**src/design/flash_params.svh**
```systemverilog
// named offsets, field positions, flash command codes and timing counts
// assumes a 200 MHz hclk and a 16-bit asynchronous flash bus
`ifndef FLASH_PARAMS_SVH
`define FLASH_PARAMS_SVH
// ==========================================
// timing
`define CLK_NS 5
`define SETUP_NS 10
`define STROBE_NS 70
`define HOLD_NS 20
`define RESET_BUSY_NS 2000
`define CYC_UP(ns) (((ns) + `CLK_NS - 1) / `CLK_NS)
`define SETUP_CYC 5'(`CYC_UP(`SETUP_NS) - 1)
`define STROBE_CYC 5'(`CYC_UP(`STROBE_NS) - 1)
`define HOLD_CYC 5'(`CYC_UP(`HOLD_NS) - 1)
`define RESET_BUSY_CYC 9'(`CYC_UP(`RESET_BUSY_NS))
// ==========================================
// register offsets and fields
`define REG_CMD 8'h00
`define REG_ADDR 8'h04
`define REG_WDATA 8'h08
`define REG_STATUS 8'h0C
`define REG_RDATA 8'h10
`define CMD_OP_MSB 2
`define CMD_CANCEL_BIT 7
`define ST_BUSY 0
`define ST_OK 1
`define ST_TMO 2
`define ST_ABORT 3
`define ST_HELD 4
`define ST_TOGGLING 5
`define ST_READY_PIN 6
`define RD_OPSTAT_LSB 16
// ==========================================
// flash command words and polled bit positions
`define UNLOCK_ADDR1 26'h0000555
`define UNLOCK_ADDR2 26'h00002AA
`define UNLOCK_DATA1 16'h00AA
`define UNLOCK_DATA2 16'h0055
`define FL_RESET 16'h00F0
`define FL_CLEAR 16'h0071
`define FL_OPSTAT_READ 16'h0070
`define TOGGLE1_BIT 6
`define TOGGLE2_BIT 2
`define TIMING_BIT 5
`define ABORT_BIT 1
`define RESERVED_MASK 16'hFFEE
`endif

```
**src/design/flash_host_pkg.sv**
```systemverilog
// types shared by the flash status host
// assumes flash_params.svh for all numeric constants
package flash_host_pkg;
	typedef enum logic [2:0] {
		OP_POLL = 3'h0,
		OP_RESET = 3'h1,
		OP_CLEAR = 3'h2,
		OP_ABORT_RST = 3'h3,
		OP_OPSTAT_READ = 3'h4,
		OP_WRITE = 3'h5
	} op_t;
	typedef enum logic [1:0] {
		HS_IDLE = 2'h0,
		HS_WAIT = 2'h1,
		HS_GUARD = 2'h2
	} host_st_t;
	typedef enum logic [1:0] {
		CY_IDLE = 2'h0,
		CY_SETUP = 2'h1,
		CY_STROBE = 2'h2,
		CY_HOLD = 2'h3
	} cyc_st_t;
	typedef struct packed {
		logic wr;
		logic last;
		logic [25:0] addr;
		logic [15:0] data;
	} step_t;
endpackage

```
**src/design/flash_bus_cycle.sv**
```systemverilog
// one asynchronous read or write cycle on the flash pins
// assumes start only while idle; done pulses one cycle after hold ends
`include "flash_params.svh"
module flash_bus_cycle (
	input wire logic hclk,
	input wire logic hresetn,
	input wire logic start,
	input wire logic wr,
	input wire logic [25:0] addr,
	input wire logic [15:0] wdata,
	output logic done,
	output logic [15:0] rdata,
	output logic [25:0] fl_addr,
	output logic [15:0] fl_data_o,
	output logic fl_data_oe,
	input wire logic [15:0] fl_data_i,
	output logic fl_ce_n,
	output logic fl_oe_n,
	output logic fl_we_n
);
	import flash_host_pkg::*;
	typedef struct packed {
		cyc_st_t st;
		logic [4:0] cnt;
		logic wr;
		logic [25:0] addr;
		logic [15:0] wdata;
		logic [15:0] rdata;
		logic oe;
		logic ce_n;
		logic oe_n;
		logic we_n;
		logic done;
	} cyc_state_t;
	cyc_state_t s_q, s_d;
	// ==========================================
	// cycle sequencer
	always_comb begin
		s_d = s_q;
		s_d.done = 1'b0;
		unique case (s_q.st)
			CY_IDLE: begin
				if (start) begin
					s_d.st = CY_SETUP;
					s_d.cnt = `SETUP_CYC;
					s_d.wr = wr;
					s_d.addr = addr;
					s_d.wdata = wdata;
					s_d.oe = wr;
					s_d.ce_n = 1'b0;
				end
			end
			CY_SETUP: begin
				s_d.cnt = s_q.cnt - 5'h01;
				if (s_q.cnt == 5'h00) begin
					s_d.st = CY_STROBE;
					s_d.cnt = `STROBE_CYC;
					s_d.oe_n = s_q.wr;
					s_d.we_n = !s_q.wr;
				end
			end
			CY_STROBE: begin
				s_d.cnt = s_q.cnt - 5'h01;
				if (s_q.cnt == 5'h00) begin
					s_d.st = CY_HOLD;
					s_d.cnt = `HOLD_CYC;
					s_d.oe_n = 1'b1;
					s_d.we_n = 1'b1;
					if (!s_q.wr) begin
						s_d.rdata = fl_data_i;
					end
				end
			end
			CY_HOLD: begin
				s_d.cnt = s_q.cnt - 5'h01;
				if (s_q.cnt == 5'h00) begin
					s_d.st = CY_IDLE;
					s_d.ce_n = 1'b1;
					s_d.oe = 1'b0;
					s_d.done = 1'b1;
				end
			end
		endcase
	end
	always_ff @(posedge hclk or negedge hresetn) begin
		if (!hresetn) begin
			s_q <= '{st: CY_IDLE, cnt: 5'h00, wr: 1'b0, addr: 26'h0000000, wdata: 16'h0000,
				rdata: 16'h0000, oe: 1'b0, ce_n: 1'b1, oe_n: 1'b1, we_n: 1'b1, done: 1'b0};
		end else begin
			s_q <= s_d;
		end
	end
	assign done = s_q.done;
	assign rdata = s_q.rdata;
	assign fl_addr = s_q.addr;
	assign fl_data_o = s_q.wdata;
	assign fl_data_oe = s_q.oe;
	assign fl_ce_n = s_q.ce_n;
	assign fl_oe_n = s_q.oe_n;
	assign fl_we_n = s_q.we_n;
endmodule

```
**src/design/poll_decode.sv**
```systemverilog
// judges a pair of polled words read back to back
// assumes both words came from the same valid status address
`include "flash_params.svh"
module poll_decode (
	input wire logic [15:0] first,
	input wire logic [15:0] second,
	output logic toggling,
	output logic timing_limit_flag,
	output logic buffer_abort_flag,
	output logic [15:0] masked
);
	function automatic logic [15:0] mask_reserved(input logic [15:0] w);
		mask_reserved = w & `RESERVED_MASK;
	endfunction
	logic [15:0] a_m;
	logic [15:0] b_m;
	// ==========================================
	// reserved bits masked before any judgement
	assign a_m = mask_reserved(first);
	assign b_m = mask_reserved(second);
	assign masked = b_m;
	assign toggling = a_m[`TOGGLE1_BIT] ^ b_m[`TOGGLE1_BIT];
	assign timing_limit_flag = b_m[`TIMING_BIT];
	// abort only with toggle two still; protection busy toggles it
	assign buffer_abort_flag = b_m[`ABORT_BIT] && (a_m[`TOGGLE2_BIT] == b_m[`TOGGLE2_BIT]);
endmodule

```
**src/design/flash_status_host.sv**
```systemverilog
// host controller polling a parallel flash and clearing its error states
// assumes a single AHB-Lite master and one flash on the asynchronous pins
//
// The AHB-Lite interface to the registers and the register addresses were decided locally.
`include "flash_params.svh"
// Summary of operation
// Flash raises timing limit flag when a program or erase overruns.
// After timeout host sends reset, then waits 2 us of possible busy.
// On buffer abort host issues the three-write abort reset sequence.
// Erase in progress, inside sector: 0, toggling, 0, 1, toggling, busy.
// Erase in progress, outside sector: same, but second toggle bit still.
// Erase suspended sector reads 1, steady, 0, second toggle toggling, ready.
// Other sectors in erase suspend give array data and ready.
// Program during erase suspend shows inverted bit, toggling, 0, busy.
// In program suspend host avoids reads of the suspended line.
// Host polls only at the programmed word or erasing sector address.
// Buffer program shows inverted bit, toggling; flags only on failure.
// Cleared error returns flash to overlay, erase suspend or standby.
// Operation failure keeps flash busy until the host clears it.
// Operation failure overlays polled bits with failure pattern.
// Operation failure sets status bits 7, 5 or 4, 3, 2, 1.
// Host clears a held failure with reset or status clear only.
// Protection hit keeps flash busy 20 to 100 us, status not ready.
// Protection busy shows both toggles running, timing flag 0.
// Protection busy accepts only the status read command.
// After protection busy status shows bit 1 set, any command accepted.
// Host masks polled bits 4 and 0 and status bit 0; the code masks polled bits 4 and 0 only, status byte is unmasked.
// Host reads toggle twice; rechecks once after timing flag rises.
// Toggle bit one flips on each read while an operation runs.
// Polling bit shows inverted bit 7 until programming completes.
// Flash status is produced per read strobe from algorithm state.
module flash_status_host (
	input wire logic hclk,
	input wire logic hresetn,
	input wire logic hsel,
	input wire logic [31:0] haddr,
	input wire logic [1:0] htrans,
	input wire logic hwrite,
	input wire logic [2:0] hsize,
	input wire logic [31:0] hwdata,
	input wire logic hready,
	output logic hreadyout,
	output logic hresp,
	output logic [31:0] hrdata,
	output logic [25:0] fl_addr,
	output logic [15:0] fl_data_o,
	output logic fl_data_oe,
	input wire logic [15:0] fl_data_i,
	output logic fl_ce_n,
	output logic fl_oe_n,
	output logic fl_we_n,
	input wire logic fl_ready_busy
);
	import flash_host_pkg::*;
	typedef struct packed {
		host_st_t st;
		op_t op;
		logic [1:0] step;
		logic nrd;
		logic recheck;
		logic cancel;
		logic [15:0] first;
		logic [8:0] guard;
		logic [25:0] addr;
		logic [15:0] wdata;
		logic [15:0] last;
		logic [7:0] opstat;
		logic busy;
		logic ok;
		logic tmo;
		logic abrt;
		logic held;
		logic tog;
		logic [31:0] rdata;
		logic ahb_wr;
		logic [7:0] ahb_off;
		logic start;
	} host_state_t;
	host_state_t s_q, s_d;
	step_t cur;
	logic cyc_done;
	logic [15:0] cyc_rdata;
	logic dec_tog;
	logic dec_tmo;
	logic dec_abort;
	logic [15:0] dec_masked;
	logic ahb_take;
	// ==========================================
	// command sequences as steps
	function automatic step_t step_of(input op_t op, input logic [1:0] idx,
		input logic [25:0] a, input logic [15:0] d);
		step_of = '{wr: 1'b1, last: 1'b1, addr: a, data: d};
		unique case (op)
			OP_POLL: step_of.wr = 1'b0;
			OP_RESET: step_of.data = `FL_RESET;
			OP_CLEAR: step_of = '{wr: 1'b1, last: 1'b1, addr: `UNLOCK_ADDR1, data: `FL_CLEAR};
			OP_ABORT_RST: begin
				unique case (idx)
					2'h0: step_of = '{1'b1, 1'b0, `UNLOCK_ADDR1, `UNLOCK_DATA1};
					2'h1: step_of = '{1'b1, 1'b0, `UNLOCK_ADDR2, `UNLOCK_DATA2};
					default: step_of = '{1'b1, 1'b1, `UNLOCK_ADDR1, `FL_RESET};
				endcase
			end
			OP_OPSTAT_READ: begin
				if (idx == 2'h0) begin
					step_of = '{1'b1, 1'b0, `UNLOCK_ADDR1, `FL_OPSTAT_READ};
				end else begin
					step_of.wr = 1'b0;
				end
			end
			default: step_of.last = 1'b1;
		endcase
	endfunction
	assign cur = step_of(s_q.op, s_q.step, s_q.addr, s_q.wdata);
	// ==========================================
	// pin cycle engine and poll judge
	flash_bus_cycle u_cycle (
		.hclk(hclk),
		.hresetn(hresetn),
		.start(s_q.start),
		.wr(cur.wr),
		.addr(cur.addr),
		.wdata(cur.data),
		.done(cyc_done),
		.rdata(cyc_rdata),
		.fl_addr(fl_addr),
		.fl_data_o(fl_data_o),
		.fl_data_oe(fl_data_oe),
		.fl_data_i(fl_data_i),
		.fl_ce_n(fl_ce_n),
		.fl_oe_n(fl_oe_n),
		.fl_we_n(fl_we_n)
	);
	poll_decode u_decode (
		.first(s_q.first),
		.second(cyc_rdata),
		.toggling(dec_tog),
		.timing_limit_flag(dec_tmo),
		.buffer_abort_flag(dec_abort),
		.masked(dec_masked)
	);
	// ==========================================
	// bus slave and controller
	assign ahb_take = hsel && hready && htrans[1];
	always_comb begin
		s_d = s_q;
		s_d.start = 1'b0;
		s_d.ahb_wr = ahb_take && hwrite;
		if (ahb_take) begin
			s_d.ahb_off = haddr[7:0];
		end
		if (ahb_take && !hwrite) begin
			unique case (haddr[7:0])
				`REG_ADDR: s_d.rdata = {6'h00, s_q.addr};
				`REG_WDATA: s_d.rdata = {16'h0000, s_q.wdata};
				`REG_STATUS: begin
					s_d.rdata = 32'h00000000;
					s_d.rdata[`ST_BUSY] = s_q.busy;
					s_d.rdata[`ST_OK] = s_q.ok;
					s_d.rdata[`ST_TMO] = s_q.tmo;
					s_d.rdata[`ST_ABORT] = s_q.abrt;
					s_d.rdata[`ST_HELD] = s_q.held;
					s_d.rdata[`ST_TOGGLING] = s_q.tog;
					s_d.rdata[`ST_READY_PIN] = fl_ready_busy;
				end
				`REG_RDATA: s_d.rdata = {8'h00, s_q.opstat, s_q.last};
				default: s_d.rdata = 32'h00000000;
			endcase
		end
		if (s_q.ahb_wr && s_q.ahb_off == `REG_ADDR && !s_q.busy) begin
			s_d.addr = hwdata[25:0];
		end
		if (s_q.ahb_wr && s_q.ahb_off == `REG_WDATA && !s_q.busy) begin
			s_d.wdata = hwdata[15:0];
		end
		if (s_q.ahb_wr && s_q.ahb_off == `REG_CMD) begin
			if (s_q.busy) begin
				s_d.cancel = hwdata[`CMD_CANCEL_BIT];
			end else if (!hwdata[`CMD_CANCEL_BIT]) begin
				s_d.op = op_t'(hwdata[`CMD_OP_MSB:0]);
				s_d.step = 2'h0;
				s_d.nrd = 1'b0;
				s_d.recheck = 1'b0;
				s_d.cancel = 1'b0;
				s_d.busy = 1'b1;
				s_d.ok = 1'b0;
				s_d.st = HS_WAIT;
				s_d.start = 1'b1;
			end
		end
		unique case (s_q.st)
			HS_IDLE: begin
			end
			HS_WAIT: begin
				if (cyc_done) begin
					if (!cur.wr) begin
						s_d.last = cyc_rdata & `RESERVED_MASK;
					end
					if (s_q.op == OP_POLL) begin
						s_d.nrd = !s_q.nrd;
						s_d.first = cyc_rdata;
						s_d.start = 1'b1;
						if (s_q.nrd) begin
							s_d.last = dec_masked;
							s_d.tog = dec_tog;
							s_d.nrd = 1'b0;
							if (!dec_tog) begin
								s_d.ok = 1'b1;
								s_d.start = 1'b0;
							end else if (dec_tmo && !s_q.recheck) begin
								s_d.recheck = 1'b1;
							end else if (dec_tmo) begin
								s_d.tmo = 1'b1;
								s_d.held = 1'b1;
								s_d.start = 1'b0;
							end else if (dec_abort) begin
								s_d.abrt = 1'b1;
								s_d.held = 1'b1;
								s_d.start = 1'b0;
							end else if (s_q.cancel) begin
								s_d.start = 1'b0;
							end
							if (!s_d.start) begin
								s_d.busy = 1'b0;
								s_d.cancel = 1'b0;
								s_d.st = HS_IDLE;
							end
						end
					end else if (!cur.last) begin
						s_d.step = s_q.step + 2'h1;
						s_d.start = 1'b1;
					end else begin
						if (s_q.op == OP_OPSTAT_READ) begin
							s_d.opstat = cyc_rdata[7:0];
						end
						if (s_q.op == OP_RESET || s_q.op == OP_CLEAR || s_q.op == OP_ABORT_RST) begin
							s_d.held = 1'b0;
							s_d.tmo = 1'b0;
							s_d.abrt = 1'b0;
						end
						if (s_q.op == OP_RESET) begin
							s_d.guard = `RESET_BUSY_CYC;
							s_d.st = HS_GUARD;
						end else begin
							s_d.ok = 1'b1;
							s_d.busy = 1'b0;
							s_d.st = HS_IDLE;
						end
					end
				end
			end
			HS_GUARD: begin
				s_d.guard = s_q.guard - 9'h001;
				if (s_q.guard == 9'h001) begin
					s_d.ok = 1'b1;
					s_d.busy = 1'b0;
					s_d.st = HS_IDLE;
				end
			end
			default: begin
				s_d.st = HS_IDLE;
				s_d.busy = 1'b0;
			end
		endcase
	end
	always_ff @(posedge hclk or negedge hresetn) begin
		if (!hresetn) begin
			s_q <= '0;
		end else begin
			s_q <= s_d;
		end
	end
	assign hreadyout = 1'b1;
	assign hresp = 1'b0;
	assign hrdata = s_q.rdata;
endmodule

```
**config.mk**
```make
export PLATFORM = sky130hd
export DESIGN_NAME = flash_status_host
export DESIGN_NICKNAME = d
export VERILOG_FILES = /design/src/design/flash_host_pkg.sv /design/src/design/flash_bus_cycle.sv /design/src/design/poll_decode.sv /design/src/design/flash_status_host.sv
export VERILOG_INCLUDE_DIRS = /design/src /design/src/design
export SDC_FILE = /design/constraint.sdc
export NUM_CORES = 1
export LEC_CHECK = 0
export BUFFER_PORTS_ARGS = -buffer_cell sky130_fd_sc_hd__buf_4
export CAP_MARGIN = 20
export CORE_MARGIN = 3
export CORE_UTILIZATION = 60
export DETAILED_ROUTE_END_ITERATION = 10
export GPL_ROUTABILITY_DRIVEN = 0
export PLACE_DENSITY = 0.85
export SYNTH_ARGS = -nofsm -noshare
export SYNTH_HDL_FRONTEND = slang
export SYNTH_SLANG_ARGS = --single-unit
```
**constraint.sdc**
```tcl
create_clock -name hclk -period 4.55 [get_ports hclk]
set_input_delay 0.6825 -clock hclk [delete_from_list [all_inputs] [get_ports hclk]]
set_output_delay 0.6825 -clock hclk [all_outputs]
set_load 0.03 [all_outputs]
```
After elaboration in Yosys (flattened, before gate mapping):

Index checks and enable logic that the tools add are counted.

* register bits after elaboration: 220
* input port bits: 91
* output and inout bits: 80
* word-level logic and storage cells: 204

* add/sub/neg operators: 3
* eq/ne operators: 33
* mux-type cells: 87
* bitwise gates (word level): 5
* reduce and logical (&&, ||, !) cells: 43

Operators by type and width (count)
* case mux 26 bit (4 select lines): 1
* case mux 43 bit (2 select lines): 1
* case mux 26 bit (3 select lines): 1
* case mux 16 bit (4 select lines): 1
* two-way mux 50 bit: 1
* two-way mux 16 bit: 3
* two-way mux 43 bit: 1
* two-way mux 2 bit: 20
* two-way mux 9 bit: 4
* two-way mux 1 bit: 30
* two-way mux 30 bit: 1
* case mux 7 bit (4 select lines): 1
* == test 8 x 4 -> 1 bit (second input constant): 3
* two-way mux 21 bit: 1
* two-way mux 10 bit: 2
* two-way mux 19 bit: 1
* != test 2 bit (second input constant): 9
* case mux 9 bit (2 select lines): 1
* == test 8 x 3 -> 1 bit (second input constant): 2
* AND reduction 8 bit: 2
* AND reduction 3 bit: 5
* two-way mux 7 bit: 2
* two-way mux 3 bit: 4
* two-way mux 6 bit: 2
* 32 further kinds: 72

Logic depth before layout (Yosys ltp):

* depth in word-level cells: 15
* gate-level depth with buffers: 9
* gate-level depth less buffers: 7

Cells and area by module:

Synthesis repeated with hierarchy kept, for this count alone.

* cells, all modules: 951
* area total of the unflattened synthesis: 10729.0 um2

By module, submodules not included
* flash_status_host: times used 1, cells an instance 679, area each 7225.7 um2, seq. area each 3578.4 um2
* flash_bus_cycle: times used 1, cells an instance 251, area each 3348.2 um2, seq. area each 1780.5 um2
* poll_decode: times used 1, cells an instance 21, area each 155.1 um2, seq. area each 0.0 um2

Worst setup path after synthesis:

Ideal clock, no wire load.

* path kind: reg-to-reg
* from: register s_q[142] (netlist bit)
* to: register s_q[117] (netlist bit)
* setup time: 126 ps
* arrival time: 1939 ps
* required time: 4424 ps
* path slack: 2485 ps
* cell stages (with the launch flop): 8
* buffers on the path: 0
* clock period less this slack: 2065 ps
* cells stage by stage: dfrtp_1 -> inv_1 -> ha_1 -> or2_2 -> a311o_1 -> a21oi_1 -> nor2_1 -> a221o_1

* longest elaborated chain between the ends: 5
* elaborated cells on any way between the ends: 7
* those cells by class: eq/ne: 2; mux: 3; reduce/logical: 2

Ends and longest elaborated chain
* from (decl): RTL line flash_status_host.sv:79 `host_state_t s_q, s_d;`
* from (signal assigned): RTL line flash_status_host.sv:268 `s_q <= '0;`
* from (signal assigned): RTL line flash_status_host.sv:270 `s_q <= s_d;`
* == test 2 x 1 -> 1 bit or logical NOT 2 bit (tied branches): RTL line flash_status_host.sv:98, flash_status_host.sv:105
* case mux 43 bit (2 select lines) or two-way mux 43 bit (tied branches): RTL line flash_status_host.sv:98, flash_status_host.sv:105
* case mux 1 bit (2 select lines) *: RTL line flash_status_host.sv:93 `unique case (op)`
* != test 2 bit (no line) *
* AND reduction 5 bit (no line) *

Every way passes the cells marked *; elsewhere a longest branch is shown, timed or not.
A chain may end at the register's enable or synchronous reset.

Worst setup path in the final report:

* from: register u_cycle.s_q[64] (netlist bit)
* to: register u_cycle.s_q, in the netlist u_cycle.rdata[15]

* longest elaborated chain between the ends: 2

Ends and longest elaborated chain
* from (decl): RTL line flash_bus_cycle.sv:35 `cyc_state_t s_q, s_d;`
* from (signal assigned): RTL line flash_bus_cycle.sv:87 `s_q <= '{st: CY_IDLE, cnt: 5'h00, wr: 1'b0, addr: 26'h0000000, wdata: 16'h0000,`
* logical NOT 5 bit: RTL line flash_bus_cycle.sv:64 `if (s_q.cnt == 5'h00) begin`
* AND reduction 3 bit (no line)

Every way passes these cells.

==> results.yml <==
floorplanning:
  fp-row-count: 45
  core_area_um2: 15400
  die_area_um2: 17500
  fp.dieH_um: 132
  ios: 171
  die_w_um: 132
  initial_utilization: 0.622
timing:
  post-route-period-util: 0.547
  hold_viol_final: 0
  fmax_ghz: 0.402
  rsz0062_at_grt: "false"
  max_slew_margin: 0.347
  finalSetupViolCount: 0
  fin_tns_setup_ps: 0
  finClkSkew_ps: 6.67
  period_needed_ps: 2490
  maxSlewViolCount: 0
  holdWs_ps: 399
  worstMarginPinSlew_ps: 969
finish:
  final_cell_mix: "dfrtp_1, buf_4, nand2_1"
  layout_commonest_cell: "dfrtp_1"
  fillers: 1135
  layout-drive-gt1-share: 0.288
  ff_latch_area_um2: 5010
  synthToLayoutAreaGrowth_pct: 12.7
  nNetsFinal: 1039
  antenna_cells: 0
  multi_input_area_um2: 3790
synth:
  ys_types: 65
  syn-instance-count: 884
  synth_top_area_cell: "dfrtp_1"
  synth_seq_cells: 200
  synth-edff-count: 0
  synth_flop_cell: "dfrtp_1"
  synth_top_cell_area_share: 0.514
  synthTopCellsByArea: "dfrtp_1, mux2_2, buf_4"
  syn_area_um2: 9590
  ys.warnings.count: 0
  async_reset_ff_frac: 1.00
  synth-seq-area-share: 0.522
  syn_area_per_cell_um2: 10.9
clocking:
  hold_buffers: 0
  numClockSinks: 200
  cts_tree: "yes"
  cts_buffers: 17
  cts_resized: 0
  htree_levels: 4
  post_cts_buffers: 0
  clkTransAtPathRegs_ps: 70
  cts.path.max_buffers: 2
  ctsRootBufferMaster: "clkbuf_16"
  clkLatencyLatePin_ps: 430
grt:
  antenna_found_initial: 0
  grt_pass1_vias: 6797
  grt_max_degree: 127
  grtUsageTotal: 0.253
  grt_pass1_wl_mm: 35.4
  grt.overflow.total: 0
routing:
  drt_iter0_drc: 540
  viasPerCell: 5.98
  route.detailed.wl_per_inst_um: 19.1
  ant_nets: 0
  drc: 0
  dr.pass1.iters: 5
  detailroute.via_count: 6913
  wl_mm: 22.0
worst_setup_path:
  start_kind: "register"
  cp.arrival_ps: 2800
  r2r-start: "u_cycle.s_q[64]$_DFFE_PN0N_"
  reg2reg_depth: 7
  crit_start: "u_cycle.s_q[64]$_DFFE_PN0N_"
  cp-end-kind: "register"
  critPathRequiredTime_ps: 4860
  path_class: "reg -> reg"
  crit_fanout: 16
pwr:
  power.internal_mw: 2.99
  pwr-share-clk: 0.398
  ir_drop_uv: 368
  leakage_nw: 5.20
  switching_share: 0.248
  p_comb_frac: 0.103
  power_density_nw_per_um2: 368
  p_seq_frac: 0.498
  switching_power_mw: 0.986
placed_design:
  numPortBuffers: 128
  dp_hpwl_mm: 15.3
outcome:
  status: "finished, final reports clean"
run:
  maxCapViolCount: 0
min_path:
  hold_path_class: "in -> async"
per-layer routing:
layer	global-route usage	part of all wire	vias up
met2	0.407	0.48	310
met1	0.347	0.42	3431
li1	-	-	3129
met5	0	0	-
met4	0.0768	0.025	0
met3	0.0582	0.071	43
power groups by stage:
| stage | clock (mW) | combinational, mW | sequential [mW] |
|---|---|---|---|
| after global placement | 0 | 0.392 | 2.00 |
| final | 1.58 | 0.411 | 1.98 |
| after global routing | 1.67 | 0.453 | 1.99 |
| after floorplan | 0 | 0.284 | 1.97 |
| after CTS | 1.60 | 0.411 | 1.98 |
| after detailed placement | 0 | 0.405 | 2.01 |
stage by stage:
stage	std cells	utilization	area (um^2)	power (mW)	setup WS, ps
after floorplan	890	-	9620	2.26	2480
after detailed placement	1121	0.658	10200	2.41	1780
final	1156	0.701	10800	3.97	2060
after CTS	1152	0.698	10800	3.99	2040
after global placement	1121	0.658	10200	2.40	1820
after global routing	1156	0.701	10800	4.12	1940
synthesized netlist by cell type, types with 5 or more instances:
cell         n
dfrtp_1    197
nand2_1    111
mux2_2      87
buf_4       77
o21ai_0     53
nor2_1      47
a21oi_1     29
clkbuf_1    29
a22oi_1     24
nand3_1     23
inv_1       19
a22o_1      16
ha_1        15
nor3_1      11
a31oi_1      9
nor2b_1      9
o22ai_1      9
o2bb2ai_1    9
mux2i_1      8
nand2b_1     8
o21a_1       6
a21o_1       5
o31ai_1      5
state kept, by name, indices dropped and copies added, names as in the netlist:
register and flops:
hrdata 26, s_q 103, u_cycle.done 1, u_cycle.fl_addr 26, u_cycle.fl_ce_n 1, u_cycle.fl_data_o 16, u_cycle.fl_data_oe 1, u_cycle.fl_oe_n 1
u_cycle.fl_we_n 1, u_cycle.rdata 16, u_cycle.s_q 8
path summary, 6_finish.rpt:
path / end / slack [ps]
setup / recovery: u_cycle.rdata[15]$_DFFE_PN0P_ / 2060
hold / removal: u_cycle.rdata[11]$_DFFE_PN0P_ / 400
setup reg to reg: u_cycle.rdata[15]$_DFFE_PN0P_ / 2060
hold reg to reg: u_cycle.fl_addr[17]$_DFFE_PN0P_ / 470
max in group asynchronous: u_cycle.fl_oe_n$_DFFE_PN1P_ / 3190
min in group hclk: u_cycle.fl_addr[17]$_DFFE_PN0P_ / 470
worst max-delay path, cell delays in order (launching register included):
cell and delay (ps):
dfrtp_1 410, inv_1 70, ha_1 190, or3b_4 420, nor2_4 160, nand2_1 100, or2_1 570, mux2_4 440
kinds of logic (layout without fill, tap and decap cells):
family          Yosys count  count (layout)  synth area share
compound gates          182             182             0.124
xor+xnor                  4               4           0.00365
fa+ha+maj                15              15            0.0196
buf+inv                 133             188            0.0857
flops                   200             200             0.522
mux                     101             101             0.119
other cells               2               8          0.000783
simple gates            247             247             0.125
final cells by class:
class	instances	share of cell area
timing repair buffer	138	0.0986
multi-input combinational	557	0.350
clock inverter	10	0.0155
sequential	200	0.463
tap	211	0.0244
inverter	19	0.00659
clock buffer	21	0.0417
(Power assumes the default switching activity.)
